### src/sdms_pkg.sv
// package for the step/direction microstep sequencer: register map, fields, state record
package sdms_pkg;

    // ****************************************************************
    // register map (byte addresses on the wishbone bus)
    // ****************************************************************
    localparam logic [7:0] ADR_CTRL      = 8'h00;
    localparam logic [7:0] ADR_CURRENT   = 8'h04;
    localparam logic [7:0] ADR_STATUS    = 8'h08;
    localparam logic [7:0] ADR_INT_STAT  = 8'h0c;
    localparam logic [7:0] ADR_INT_MASK  = 8'h10;

    // ****************************************************************
    // field positions
    // ****************************************************************
    localparam int CTRL_DEDGE_BIT    = 0;
    localparam int CTRL_INTPOL_BIT   = 1;
    localparam int CTRL_FASTSTST_BIT = 2;
    localparam int CTRL_RAMPOFF_BIT  = 3;
    localparam int CTRL_MRES_LSB     = 4;
    localparam int CUR_RUN_LSB       = 0;
    localparam int CUR_HOLD_LSB      = 8;
    localparam int STAT_STST_BIT     = 16;
    localparam int STAT_SCALE_LSB    = 24;
    localparam int EV_STST_BIT       = 0;
    localparam int EV_STEP_BIT       = 1;
    localparam int EV_SKIP_BIT       = 2;

    // ****************************************************************
    // sizes and counts
    // ****************************************************************
    localparam int          MS_W       = 10;     // 1024 table positions
    localparam int          MRES_W     = 4;
    localparam int          CUR_W      = 5;
    localparam int          EV_W       = 3;
    localparam int          SINCE_W    = 21;     // holds up to 2^20
    localparam int          IVL_W      = 13;     // 2^20 / 256
    localparam int          REM_W      = 9;      // up to 256 microsteps
    localparam int          IVL_SHIFT  = 8;      // one period split in 256 parts
    localparam logic [3:0]  MRES_FULL  = 4'h8;   // full step, width 256
    localparam int          STST_CLKS_DEF      = 2**20;
    localparam int          STST_FAST_CLKS_DEF = 2**18;

    // ****************************************************************
    // complete state of the sequencer
    // ****************************************************************
    typedef struct packed {
        logic                step_meta;
        logic                step_sync;
        logic                step_prev;
        logic                dir_meta;
        logic                dir_sync;
        logic                dedge;
        logic                intpol;
        logic                intpol_old;
        logic                fast_stst;
        logic                ramp_off;
        logic [MRES_W-1:0]   mres;
        logic [MRES_W-1:0]   mres_old;
        logic [CUR_W-1:0]    run_current;
        logic [CUR_W-1:0]    hold_current;
        logic [CUR_W-1:0]    cur_scale;
        logic [MS_W-1:0]     mscnt;
        logic [SINCE_W-1:0]  since;
        logic [IVL_W-1:0]    interval;
        logic [IVL_W-1:0]    tick;
        logic [REM_W-1:0]    remain;
        logic                run_dir;
        logic                stst;
        logic [EV_W-1:0]     int_stat;
        logic [EV_W-1:0]     int_mask;
        logic                irq;
        logic                ack;
        logic [31:0]         dat;
    } sdms_state_s;

endpackage : sdms_pkg

### src/sdms_sequencer.sv
// step/direction front end with microstep counter, interpolator and standstill detection
`timescale 1ns/1ns

module sdms_sequencer #(
    parameter int STST_CLKS      = sdms_pkg::STST_CLKS_DEF,       // idle clocks to standstill
    parameter int STST_FAST_CLKS = sdms_pkg::STST_FAST_CLKS_DEF   // same, fast mode
) (
    input  wire logic        clk_i,            // system clock, 125 MHz
    input  wire logic        rst_i,            // synchronous reset, high
    input  wire logic        step_i,           // step pin, asynchronous
    input  wire logic        dir_i,            // direction pin, asynchronous
    input  wire logic        wb_cyc_i,         // wishbone cycle
    input  wire logic        wb_stb_i,         // wishbone strobe
    input  wire logic        wb_we_i,          // wishbone write enable
    input  wire logic [7:0]  wb_adr_i,         // wishbone byte address
    input  wire logic [3:0]  wb_sel_i,         // wishbone byte selects
    input  wire logic [31:0] wb_dat_i,         // wishbone write data
    output logic      [31:0] wb_dat_o,         // wishbone read data
    output logic             wb_ack_o,         // wishbone acknowledge
    output logic      [9:0]  mscnt_o,          // microstep table position
    output logic      [4:0]  current_scale_o,  // selected coil current
    output logic             standstill_o,     // standstill flag
    output logic             ramp_off_o,       // internal ramp generator disabled
    output logic             irq_o             // level interrupt
);

    // ****************************************************************
    // parameter checks
    // ****************************************************************
    if (STST_CLKS < 2 || STST_CLKS > 2**20 || STST_FAST_CLKS < 2 || STST_FAST_CLKS > STST_CLKS) begin : g_bad_param
        $error("standstill counts out of range");
    end

    localparam logic [sdms_pkg::SINCE_W-1:0] LIM_SLOW = sdms_pkg::SINCE_W'(STST_CLKS);
    localparam logic [sdms_pkg::SINCE_W-1:0] LIM_FAST = sdms_pkg::SINCE_W'(STST_FAST_CLKS);
    localparam logic [sdms_pkg::SINCE_W-1:0] SINCE_MAX = sdms_pkg::SINCE_W'(2**20);

    // ****************************************************************
    // helper functions
    // ****************************************************************
    // step width from resolution code, codes above full step clamp
    function automatic logic [9:0] step_width(input logic [3:0] mres);
        logic [3:0] m;
        m = (mres > sdms_pkg::MRES_FULL) ? sdms_pkg::MRES_FULL : mres;
        return 10'(10'h001 << m);
    endfunction : step_width

    // nearest valid position for a resolution: centre of its width slot
    function automatic logic [9:0] snap_pos(input logic [9:0] cnt, input logic [3:0] mres);
        logic [9:0] w;
        w = step_width(mres);
        if (w == 10'h001) begin
            return cnt;
        end
        return (cnt & ~(w - 10'h001)) | (w >> 1);
    endfunction : snap_pos

    // move the counter, wrapping modulo 1024 in both directions
    function automatic logic [9:0] move(input logic [9:0] cnt, input logic [9:0] amt, input logic dir);
        return dir ? 10'(cnt - amt) : 10'(cnt + amt);
    endfunction : move

    // byte-lane merge of a write
    function automatic logic [31:0] merge(input logic [31:0] old, input logic [31:0] wd, input logic [3:0] sel);
        logic [31:0] m;
        m = {{8{sel[3]}}, {8{sel[2]}}, {8{sel[1]}}, {8{sel[0]}}};
        return (old & ~m) | (wd & m);
    endfunction : merge

    // ****************************************************************
    // state
    // ****************************************************************
    sdms_pkg::sdms_state_s s_q;
    sdms_pkg::sdms_state_s s_d;
    logic                  act;          // active step edge this cycle
    logic                  coarser;      // resolution just lowered
    logic                  intpol_off;   // interpolator just disabled
    logic [9:0]            width;        // current step width
    logic [31:0]           ctrl_rd;
    logic [31:0]           cur_rd;
    logic [31:0]           stat_rd;

    // register views for reads; the control and current views also feed the write merge
    assign ctrl_rd = {24'h000000, s_q.mres, s_q.ramp_off, s_q.fast_stst, s_q.intpol, s_q.dedge};
    assign cur_rd  = {19'h00000, s_q.hold_current, 3'h0, s_q.run_current};
    assign stat_rd = {3'h0, s_q.cur_scale, 7'h00, s_q.stst, 6'h00, s_q.mscnt};

    // edge selection works on the second synchroniser stage only
    assign act = (s_q.step_sync & ~s_q.step_prev) | (s_q.dedge & ~s_q.step_sync & s_q.step_prev);
    assign coarser    = s_q.mres > s_q.mres_old;
    assign intpol_off = s_q.intpol_old & ~s_q.intpol;
    assign width      = step_width(s_q.mres);

    // ****************************************************************
    // next-state logic
    // ****************************************************************
    always_comb begin
        logic [sdms_pkg::SINCE_W-1:0] lim;
        logic [sdms_pkg::EV_W-1:0]    ev;
        logic [sdms_pkg::EV_W-1:0]    clr;
        logic [31:0]                  wv;
        logic                         wr;
        lim = '0;
        ev  = '0;
        clr = '0;
        wv  = '0;
        wr  = 1'b0;
        s_d = s_q;

        // two-stage synchronisers; the first stage feeds only the second
        s_d.step_meta  = step_i;
        s_d.step_sync  = s_q.step_meta;
        s_d.step_prev  = s_q.step_sync;
        s_d.dir_meta   = dir_i;
        s_d.dir_sync   = s_q.dir_meta;
        s_d.mres_old   = s_q.mres;
        s_d.intpol_old = s_q.intpol;

        // idle clock count doubles as the step period measurement
        if (act) begin
            s_d.since = '0;
        end else if (s_q.since < SINCE_MAX) begin
            s_d.since = s_q.since + 1'b1;
        end

        // standstill: set on idle limit, cleared by an active edge
        lim = s_q.fast_stst ? LIM_FAST : LIM_SLOW;
        if (act) begin
            s_d.stst = 1'b0;
        end else if (s_d.since >= lim) begin
            s_d.stst = 1'b1;
        end
        ev[sdms_pkg::EV_STST_BIT] = s_d.stst & ~s_q.stst;
        ev[sdms_pkg::EV_STEP_BIT] = act;
        s_d.cur_scale = s_d.stst ? s_q.hold_current : s_q.run_current;

        // microstep counter; a change to a coarser resolution or disabling the interpolator takes precedence over a step in the same cycle
        if (coarser || intpol_off) begin
            s_d.mscnt  = snap_pos(s_q.mscnt, s_q.mres);
            s_d.remain = '0;
        end else if (act && s_q.intpol) begin
            // leftover microsteps of a shortened period are taken at once as a jump
            s_d.mscnt = move(s_q.mscnt, 10'(s_q.remain), s_q.run_dir);
            ev[sdms_pkg::EV_SKIP_BIT] = s_q.remain != '0;
            s_d.remain   = 9'(width);
            s_d.run_dir  = s_q.dir_sync;
            s_d.interval = (s_q.since[sdms_pkg::SINCE_W-1:sdms_pkg::IVL_SHIFT] == '0) ? 13'h0001 :
                           s_q.since[sdms_pkg::SINCE_W-1:sdms_pkg::IVL_SHIFT];
            s_d.tick     = s_d.interval;
        end else if (act) begin
            s_d.mscnt = move(s_q.mscnt, width, s_q.dir_sync);
        end else if (s_q.intpol && s_q.remain != '0) begin
            if (s_q.tick <= 13'h0001) begin
                s_d.mscnt  = move(s_q.mscnt, 10'h001, s_q.run_dir);
                s_d.remain = s_q.remain - 1'b1;
                s_d.tick   = s_q.interval;
            end else begin
                s_d.tick = s_q.tick - 1'b1;
            end
        end
        if (!s_q.intpol) begin
            s_d.remain = '0;
        end

        // wishbone classic slave: ack one cycle after the request, write commits at the acked edge
        s_d.ack = wb_cyc_i & wb_stb_i & ~s_q.ack;
        if (wb_cyc_i && wb_stb_i && !s_q.ack) begin
            case (wb_adr_i)
                sdms_pkg::ADR_CTRL:     s_d.dat = ctrl_rd;
                sdms_pkg::ADR_CURRENT:  s_d.dat = cur_rd;
                sdms_pkg::ADR_STATUS:   s_d.dat = stat_rd;
                sdms_pkg::ADR_INT_STAT: s_d.dat = {29'h0, s_q.int_stat};
                sdms_pkg::ADR_INT_MASK: s_d.dat = {29'h0, s_q.int_mask};
                default:                s_d.dat = 32'h0000_0000;
            endcase
        end
        wr = wb_cyc_i & wb_stb_i & wb_we_i & s_q.ack;
        if (wr) begin
            case (wb_adr_i)
                sdms_pkg::ADR_CTRL: begin
                    wv = merge(ctrl_rd, wb_dat_i, wb_sel_i);
                    s_d.dedge     = wv[sdms_pkg::CTRL_DEDGE_BIT];
                    s_d.intpol    = wv[sdms_pkg::CTRL_INTPOL_BIT];
                    s_d.fast_stst = wv[sdms_pkg::CTRL_FASTSTST_BIT];
                    s_d.ramp_off  = wv[sdms_pkg::CTRL_RAMPOFF_BIT];
                    s_d.mres      = wv[sdms_pkg::CTRL_MRES_LSB +: sdms_pkg::MRES_W];
                end
                sdms_pkg::ADR_CURRENT: begin
                    wv = merge(cur_rd, wb_dat_i, wb_sel_i);
                    s_d.run_current  = wv[sdms_pkg::CUR_RUN_LSB +: sdms_pkg::CUR_W];
                    s_d.hold_current = wv[sdms_pkg::CUR_HOLD_LSB +: sdms_pkg::CUR_W];
                end
                sdms_pkg::ADR_INT_STAT: begin
                    if (wb_sel_i[0]) begin
                        clr = wb_dat_i[sdms_pkg::EV_W-1:0];
                    end
                end
                sdms_pkg::ADR_INT_MASK: begin
                    if (wb_sel_i[0]) begin
                        s_d.int_mask = wb_dat_i[sdms_pkg::EV_W-1:0];
                    end
                end
                default: begin
                    wv = '0;
                end
            endcase
        end

        // sticky events: a new event wins over a clear in the same cycle
        s_d.int_stat = (s_q.int_stat & ~clr) | ev;
        s_d.irq      = |(s_d.int_stat & s_d.int_mask);
    end

    // ****************************************************************
    // state register
    // ****************************************************************
    always_ff @(posedge clk_i) begin
        if (rst_i) begin
            s_q <= '0;
        end else begin
            s_q <= s_d;
        end
    end

    // outputs straight from the state register
    assign wb_dat_o        = s_q.dat;
    assign wb_ack_o        = s_q.ack;
    assign mscnt_o         = s_q.mscnt;
    assign current_scale_o = s_q.cur_scale;
    assign standstill_o    = s_q.stst;
    assign ramp_off_o      = s_q.ramp_off;
    assign irq_o           = s_q.irq;
endmodule : sdms_sequencer

### config.mk
export PLATFORM = sky130hd
export DESIGN_NAME = sdms_sequencer
export DESIGN_NICKNAME = d
export VERILOG_FILES = /design/src/sdms_pkg.sv /design/src/sdms_sequencer.sv
export SDC_FILE = /design/constraint.sdc
export NUM_CORES = 1
export LEC_CHECK = 0
export BUFFER_PORTS_ARGS = -buffer_cell sky130_fd_sc_hd__buf_2
export CAP_MARGIN = 20
export CORE_MARGIN = 5
export CORE_UTILIZATION = 45
export DETAILED_ROUTE_END_ITERATION = 12
export PLACE_DENSITY_LB_ADDON = 0.05
export SYNTH_ARGS = -nofsm -noshare
export SYNTH_HDL_FRONTEND = slang
export SYNTH_SLANG_ARGS = --single-unit
### constraint.sdc
create_clock -name clk_i -period 4.27 [get_ports clk_i]
set_input_delay 1.0675 -clock clk_i [delete_from_list [all_inputs] [get_ports clk_i]]
set_output_delay 1.0675 -clock clk_i [all_outputs]
set_load 0.01 [all_outputs]
# [Word level (Yosys, flattened, before mapping)]
# Index checks and enable logic that the tools add are counted.
# Widths: inputs -> output; s select.
[op_classes] muxes=33 shift=1 n_eq_ne=7 mul=0 n_bitwise=29 n_reduce_logical=21 n_lt_le_gt_ge=5 addsub=10 n_div=0
[op_table] op="$pmux 29 s5" n=1
[op_table] op="$mux 10" n=9
[op_table] op="$mux 22" n=3
[op_table] op="$mux 21" n=3
[op_table] op="$and 13x13->13" n=2
[op_table] op="$mux 13" n=2
[op_table] op="$add 21x1->21 const B" n=1
[op_table] op="$ge 21x21->1" n=1
[op_table] op="$lt 21x21->1 const B" n=1
[op_table] op="$sub 10x1->10 const B" n=2
[op_table] op="$mux 3" n=6
[op_table] op="$eq 8x4->1 const B" n=2
[op_table] op="$le 13x1->1 const B" n=1
[op_table] op="$logic_not 13->1" n=1
[op_table] op="$not 13->13" n=1
[op_table] op="$or 13x13->13" n=1
[op_table] op="$sub 13x1->13 const B" n=1
[op_table] op="$add 10x1->10 const B" n=1
[op_table] op="$add 10x10->10" n=1
[op_table] op="$add 10x9->10" n=1
[op_table] op="$and 10x10->10" n=1
[op_table] op="$eq 10x1->1 const B" n=1
[op_table] op="$not 10->10" n=1
[op_table] op="$or 10x9->10" n=1
[op_table] op="other kinds (32)" n=61
[word_totals] mem_bits_rw=0 latch_bits=0 output_inout_bits=51 elab_cells=133 ff_bits=141 romBits=0 n_memories=0

# [Depth between registers and ports, before layout]
# Gate-level depths: netlist of run 1.
[logic_depth] depth_word=12 depth_mapped=17

# [Worst setup path before layout of run 1]
# Ideal clock, no wire load.
[synth_timing] path_kind="reg2reg" start="register with a tool-made name" end="register s_q (netlist bit mscnt_o[8])" setup_ns=0.132 stages_incl_launch_ff=16 path_slack_ns=0.911 path_buffers=1 arrival_ns=3.227 t_required_ns=4.138 path_cell_list="dfxtp_1 -> clkbuf_1 -> nor3_1 -> nand2_1 -> ha_1 -> nor2_1 -> xor2_1 -> a221oi_1 -> ha_1 -> nor2b_1 -> o21ai_0 -> a21boi_0 -> o21a_1 -> o41ai_1 -> mux2i_1 -> a21oi_1"
[synth_rtl] element="to (signal assigned)" line_no="sdms_sequencer.sv:219" source="s_q <= '0;"
[synth_rtl] element="to (signal assigned)" line_no="sdms_sequencer.sv:221" source="s_q <= s_d;"
[synth_rtl] element="to (decl)" line_no="sdms_sequencer.sv:73" source="sdms_pkg::sdms_state_s s_q;"

==> results of run 1 <==
kinds of logic (layout without fill, tap and decap cells):
kind of cell,count (synthesis),in the layout
buf+inv,146,151
mux,28,28
compound gates,230,230
fa+ha+maj,23,23
xor+xnor,42,42
other cells,1,13
simple gates,376,376
flops,128,128
synthesized netlist by cell type, types with 4 or more instances:
library cell and n:
dfxtp_1 128, nor2_1 122, nand2_1 88, a21oi_1 70, clkbuf_1 55, buf_4 50
nand3_1 37, inv_1 34, a211oi_1 32, o21ai_0 32, nor3_1 25, xnor2_1 25
ha_1 22, mux2i_1 22, nor2b_1 20, xor2_1 17, a31oi_1 12, o211ai_1 10
nor4_1 9, a221oi_1 8, and2_1 8, nand2b_1 8, nand4b_1 8, o31ai_1 8
buf_2 7, and3_1 6, mux2_2 6, nand4_1 6, o21a_1 6, or3_1 6
a2111oi_0 5, and4_1 5, nand3b_1 5, nor3b_1 5, a21o_1 4, a22o_1 4
routing by layer:
metal / share of wire, % / vias up / wire, um
li1: - / 3407 / -
met1: 50 / 3070 / 9920
met2: 44 / 142 / 8900
met3: 4.7 / 21 / 940
met4: 1.2 / 0 / 250
met5: 0 / - / 0
per-stage QoR:
stage | cells | hold WS [ns]
detailed placement | 1179 | 0.431
finish | 1211 | 0.441
global route | 1211 | 0.471
floorplan | 986 | 0.414
global placement | 1179 | 0.422
CTS | 1211 | 0.447
power groups by stage:
stage               sequential (mW)  combinational [mW]  clock [mW]
global route                   1.22               0.169        1.54
global placement               1.24               0.149           0
detailed placement             1.24               0.149           0
finish                         1.22               0.149        1.45
CTS                            1.22               0.150        1.48
floorplan                      1.24               0.118           0
how the worst min path moves through the flow:
stage                           end  slack, ns  cells past startpoint
3_5_place_dp    s_q[136]$_SDFF_PP0_       0.43                      1
6_report        s_q[136]$_SDFF_PP0_       0.44                      1
4_1_cts         s_q[136]$_SDFF_PP0_       0.45                      1
2_1_floorplan   s_d[138]$_SDFF_PP0_       0.41                      1
5_1_grt        s_q[68]$_SDFFE_PP0P_       0.47                      2
3_3_place_gp    s_q[136]$_SDFF_PP0_       0.42                      1
area by class of cell:
type | count | area (sq um) | area share, %
timing repair buffer | 85 | 473 | 5.60
clock buffer | 19 | 453 | 5.37
tap | 220 | 275 | 3.26
clock inverter | 13 | 138 | 1.63
inverter | 34 | 128 | 1.51
multi-input combinational | 712 | 4410 | 52.3
sequential | 128 | 2560 | 30.4
==> out/metrics.yaml, run 1 <==
status:
  outcome: "complete, no violations"
routing:
  via_per_inst: 5.48
  wl_per_cell_um: 16.5
  ant_nets: 0
  drtIter0Drc: 393
  drtPass1Iterations: 7
  drcViolationCount: 0
  wirelength_mm: 20.0
  vias: 6640
flow_run:
  cap_viol_max_count: 0
placed_design:
  portBuffers: 67
  placed_area_sq_um: 7850
  gp_congestion: 0.808
  dpl.hpwl_mm: 14.3
  pre_cts_ws_ns: 0.464
sta:
  setup_viol: 0
  fin_crit_ns: 3.90
  finalCritPeriodShare_pct: 91.4
  fin_ws_ns: 0.366
  slew_headroom_pct: 39.8
  max_freq_ghz: 0.256
  slew_viol_final: 0
  tightest_slew_ns: 0.895
  hold_viol_final: 0
  rsz0062_at_grt: "no"
  clock_skew_ns: 0.00713
  fin_setup_tns_ns: 0
logic_synthesis:
  synthCells: 974
  synth.distinct_cells: 75
  async_reset_ff_share_pct: 0
  synth_top_cell_area_share_pct: 33.4
  ys.flop_type: "dfxtp_1"
  synthSimpleGateAreaFrac_pct: 24.2
  synth_xor_xnor_area_share_pct: 4.80
  synthMuxAreaShare_pct: 3.75
  synth_top_area_cell: "dfxtp_1"
  synth_top_family_by_area: "simple AND/OR/NAND/NOR gates"
  ys_ff_latch: 128
  yosysSeqAreaShare_pct: 33.4
  avgSynthCellArea_sq_um: 7.87
  synth_area_sq_um: 7660
  ys_top_cells_by_area: "dfxtp_1, nor2_1, buf_4"
  synth_fa_ha_area_share_pct: 3.85
  synth_compound_area_share_pct: 20.2
  ys.warnings.count: 0
  synth_edf_count: 0
power_and_ir_drop:
  switching_share_pct: 23.7
  intPower_mw: 2.15
  power.density_nw_per_um2: 334
  pwr-share-comb_pct: 5.3
  power_mw: 2.82
  ir_worst_vdd_uv: 282
  seq_power_share_pct: 43.2
  clkPwrFrac_pct: 51.5
  p_sw_mw: 0.668
  p_leak_nw: 3.21
critical_path:
  cp.depth: 14
  cp_max_fo: 5
  critPathBufInv: 0
  crit_type: "reg2reg"
  slowest_stage: "nor3_1"
  crit_path_end_kind: "flop"
  critPathMaxStageDelay_ns: 0.54
  worstSetupEndpoint: "mscnt_o[8]$_SDFFE_PP0P_"
  r2r_slack_ns: 0.37
  crit_arrival_ns: 4.20
  path_delay_family: "compound AO/OA/AOI/OAI gates"
  worstReg2RegEnd: "mscnt_o[8]$_SDFFE_PP0P_"
  crit_chain: "nor3_1 > nand2_1 > ha_1 > nor2_1 > xor2_1 > a221oi_1 > ha_1 > nor2b_1 > o21ai_0 > a21boi_0 > o21a_1 > o41ai_1 > mux2i_1 > a21oi_1"
  worstPathRequired_ns: 4.57
  r2r_cells: 14
  crit_top_cell: "ha_1"
  worstSetupStartpointType: "flop"
final_layout:
  finalInstanceArea_sq_um: 8440
  syn2layout_area_growth_pct: 10.1
  final_cell_mix: "dfxtp_1, nor2_1, nand2_1, a21oi_1, buf_2"
  final_common_cell: "dfxtp_1"
  drive_gt1_share_pct: 14.3
  final_nets: 1052
  antennaDiodeCount: 0
  num-fill-cells: 1645
  fin_util_pct: 50.7
grt:
  busiest_layer: "met2"
  grt_util_met2_pct: 31.8
  use_met3_pct: 4.50
  grt_pass1_wl_mm: 32.9
  grt.total_usage_pct: 20.4
  grt_pass1_vias: 6148
  overflow: 0
  met1_usage_pct: 28.6
  grt_max_degree: 44
  antenna_found_initial: 0
floorplanning:
  start_util_pct: 46.1
  io_pins: 102
  die-area_sq_um: 19700
  die_w_um: 141
  core-area_sq_um: 16600
  std_cell_rows: 47
  die_y_um: 141
cts:
  clk_pin_slew_ns: 0.06
  clock-root-buffer: "clkbuf_16"
  clk_latency_ns: 0.42
  cts_tree: "done"
  cts.repair.resized: 0
  htree_levels: 4
  cts.sink_count: 128
  postCtsHoldBufs: 0
  clk_path_buf_depth: 2
  cts_buffers: 17
  post_cts_buffers: 0
min_path:
  hold_path.class: "reg2reg"
  hold_start: "s_d[136]$_SDFF_PP0_"
Power figures use the tool's default switching activity.
==> run 2: changes to the inputs <==
--- a/config.mk
+++ b/config.mk
@@ -10,6 +10,8 @@
 export CORE_MARGIN = 5
 export CORE_UTILIZATION = 45
 export DETAILED_ROUTE_END_ITERATION = 12
+export GPL_TIMING_DRIVEN = 0
+export MAX_ROUTING_LAYER = met4
 export PLACE_DENSITY_LB_ADDON = 0.05
 export SYNTH_ARGS = -nofsm -noshare
 export SYNTH_HDL_FRONTEND = slang
==> out/metrics.yaml, run 2 (same netlist as run 1, synthesis figures left out) <==
sta:
  max_freq_ghz: 0.255  # -0.57%
  tightest_slew_ns: 0.851  # -0.0439 ns
  fin_ws_ns: 0.344  # -0.0222 ns
  rsz0062_at_grt: "no"
  fin_crit_ns: 3.93  # +0.0222 ns
  finalCritPeriodShare_pct: 91.9  # +0.52 points
  fin_setup_tns_ns: 0  # unchanged
  setup_viol: 0  # unchanged
  slew_viol_final: 0  # unchanged
  slew_headroom_pct: 43.3  # +3.4 points
  hold_ws_ns: 0.440  # -0.00113 ns
  clock_skew_ns: 0.00561  # -0.00152 ns
  hold_viol_final: 0  # unchanged
critical_path:
  cp_max_fo: 10  # +5
  crit_path_end_kind: "flop"
  crit_type: "reg2reg"
  worstSetupStartpointType: "flop"
  worstPathRequired_ns: 4.54  # -0.03 ns
  crit_arrival_ns: 4.20  # about the same
cts:
  post_cts_buffers: 0  # unchanged
  clock-root-buffer: "clkbuf_16"
  cts.repair.resized: 0  # unchanged
  clk_path_buf_depth: 2  # unchanged
  cts_tree: "done"
  clk_latency_ns: 0.42  # about the same
  cts.sink_count: 128  # unchanged
  postCtsHoldBufs: 0  # unchanged
  clk_pin_slew_ns: 0.06  # about the same
  cts_buffers: 17  # unchanged
  htree_levels: 4  # unchanged
routing:
  via_per_inst: 5.53  # +0.84%
  drtIter0Drc: 475  # +21%
  ant_nets: 0  # unchanged
  drtPass1Iterations: 6  # -1
  wirelength_mm: 22.2  # +11%
  drcViolationCount: 0  # unchanged
  wl_per_cell_um: 17.0  # +3.2%
  vias: 7210  # +8.6%
flow_run:
  cap_viol_max_count: 0  # unchanged
floorplanning:
  std_cell_rows: 47  # unchanged
  start_util_pct: 46.1  # unchanged
  io_pins: 102  # unchanged
  die-area_sq_um: 19700  # unchanged
  die_w_um: 141  # unchanged
  die_y_um: 141  # unchanged
  core-area_sq_um: 16600  # unchanged
final_layout:
  final-seq-area_sq_um: 2560  # unchanged
  fin_cells: 1304  # +7.7%
  syn2layout_area_growth_pct: 17.1
  finalInstanceArea_sq_um: 8980  # +6.4%
  final_cell_mix: "dfxtp_1, nor2_1, nand2_1, buf_2, a21oi_1"
  num-fill-cells: 1639  # -0.36%
  drive_gt1_share_pct: 16.7  # +2.4 points
  multi_input_area_sq_um: 4420  # +0.26%
  antennaDiodeCount: 0  # unchanged
  final_common_cell: "dfxtp_1"
  final_nets: 1145  # +8.8%
placed_design:
  pre_cts_ws_ns: 0.122  # -0.342 ns
  portBuffers: 66  # -1.5%
  post-place-cells: 1272  # +7.9%
  dpl.hpwl_mm: 16.9  # +18%
  gp_congestion: 0.927  # +15%
  placed_area_sq_um: 8320  # +6.0%
power_and_ir_drop:
  power.density_nw_per_um2: 332  # -0.60%
  p_leak_nw: 3.51  # +9.5%
  ir_worst_vdd_uv: 354  # +26%
grt:
  antenna_found_initial: 0  # unchanged
  grt_pass1_wl_mm: 36.1  # +9.6%
  grt_pass1_vias: 6697  # +8.9%
  grt.total_usage_pct: 23.2  # +2.9 points
  grt_max_degree: 17  # -61%
  overflow: 0  # unchanged
min_path:
  hold_start: "s_d[139]$_SDFF_PP0_"
  hold_path.class: "reg2reg"
status:
  outcome: "complete, no violations"
## run 2: through the flow
step	util [%]	power, mW
final	53.9	2.98
after global routing	53.9	3.08
after CTS	53.8	3.00
after detailed placement	50.0	1.42
after global placement	50.0	1.42
after floorplan	-	1.36
## run 2: worst paths after layout
path | to | cells past startpoint | slack, ns
min | s_d[138]$_SDFF_PP0_ | 1 | 0.44
min reg2reg | s_d[138]$_SDFF_PP0_ | 1 | 0.44
max | mscnt_o[8]$_SDFFE_PP0P_ | 15 | 0.34
max reg2reg | mscnt_o[8]$_SDFFE_PP0P_ | 15 | 0.34
## run 2: critical path: stages (launching register included)
cell	delay (ns)
dfxtp_1	0.37
nand3b_1	0.11
o21ai_0	0.11
clkbuf_1	0.51
clkbuf_1	0.47
nand3_1	0.12
o21ai_0	0.15
a221oi_2	0.14
ha_1	0.36
nor2b_1	0.15
o21ai_0	0.18
a21boi_0	0.18
o21a_1	0.23
o41ai_1	0.38
mux2i_1	0.24
a21oi_1	0.08
## run 2: cell type report
| cell class | instances | share of cell area, % |
|---|---|---|
| Timing Repair Buffer | 66 | 3.68 |
| Tap cell | 220 | 3.07 |
| Multi-Input combinational cell | 712 | 49.2 |
| Buffer | 112 | 6.89 |
| Clock buffer | 18 | 4.89 |
| Sequential cell | 128 | 28.5 |
| Clock inverter | 14 | 2.27 |
| Inverter | 34 | 1.42 |
## run 2: routing by layer
layer | routed length (um) | part of all wire (%) | GRT usage, % | vias to the layer above
met4 | 269 | 1.2 | 5.41 | 0
met3 | 1160 | 5.2 | 3.85 | 24
li1 | - | - | - | 3599
met2 | 10300 | 46 | 36.8 | 195
met5 | 0 | 0 | - | -
met1 | 10500 | 47 | 31.1 | 3392
## run 2: where the power goes
part / total [mW] / switching, mW / internal [mW]
registers: 1.22 / 0.0125 / 1.21
clock network: 1.58 / 0.583 / 1.00
logic: 0.178 / 0.108 / 0.0703
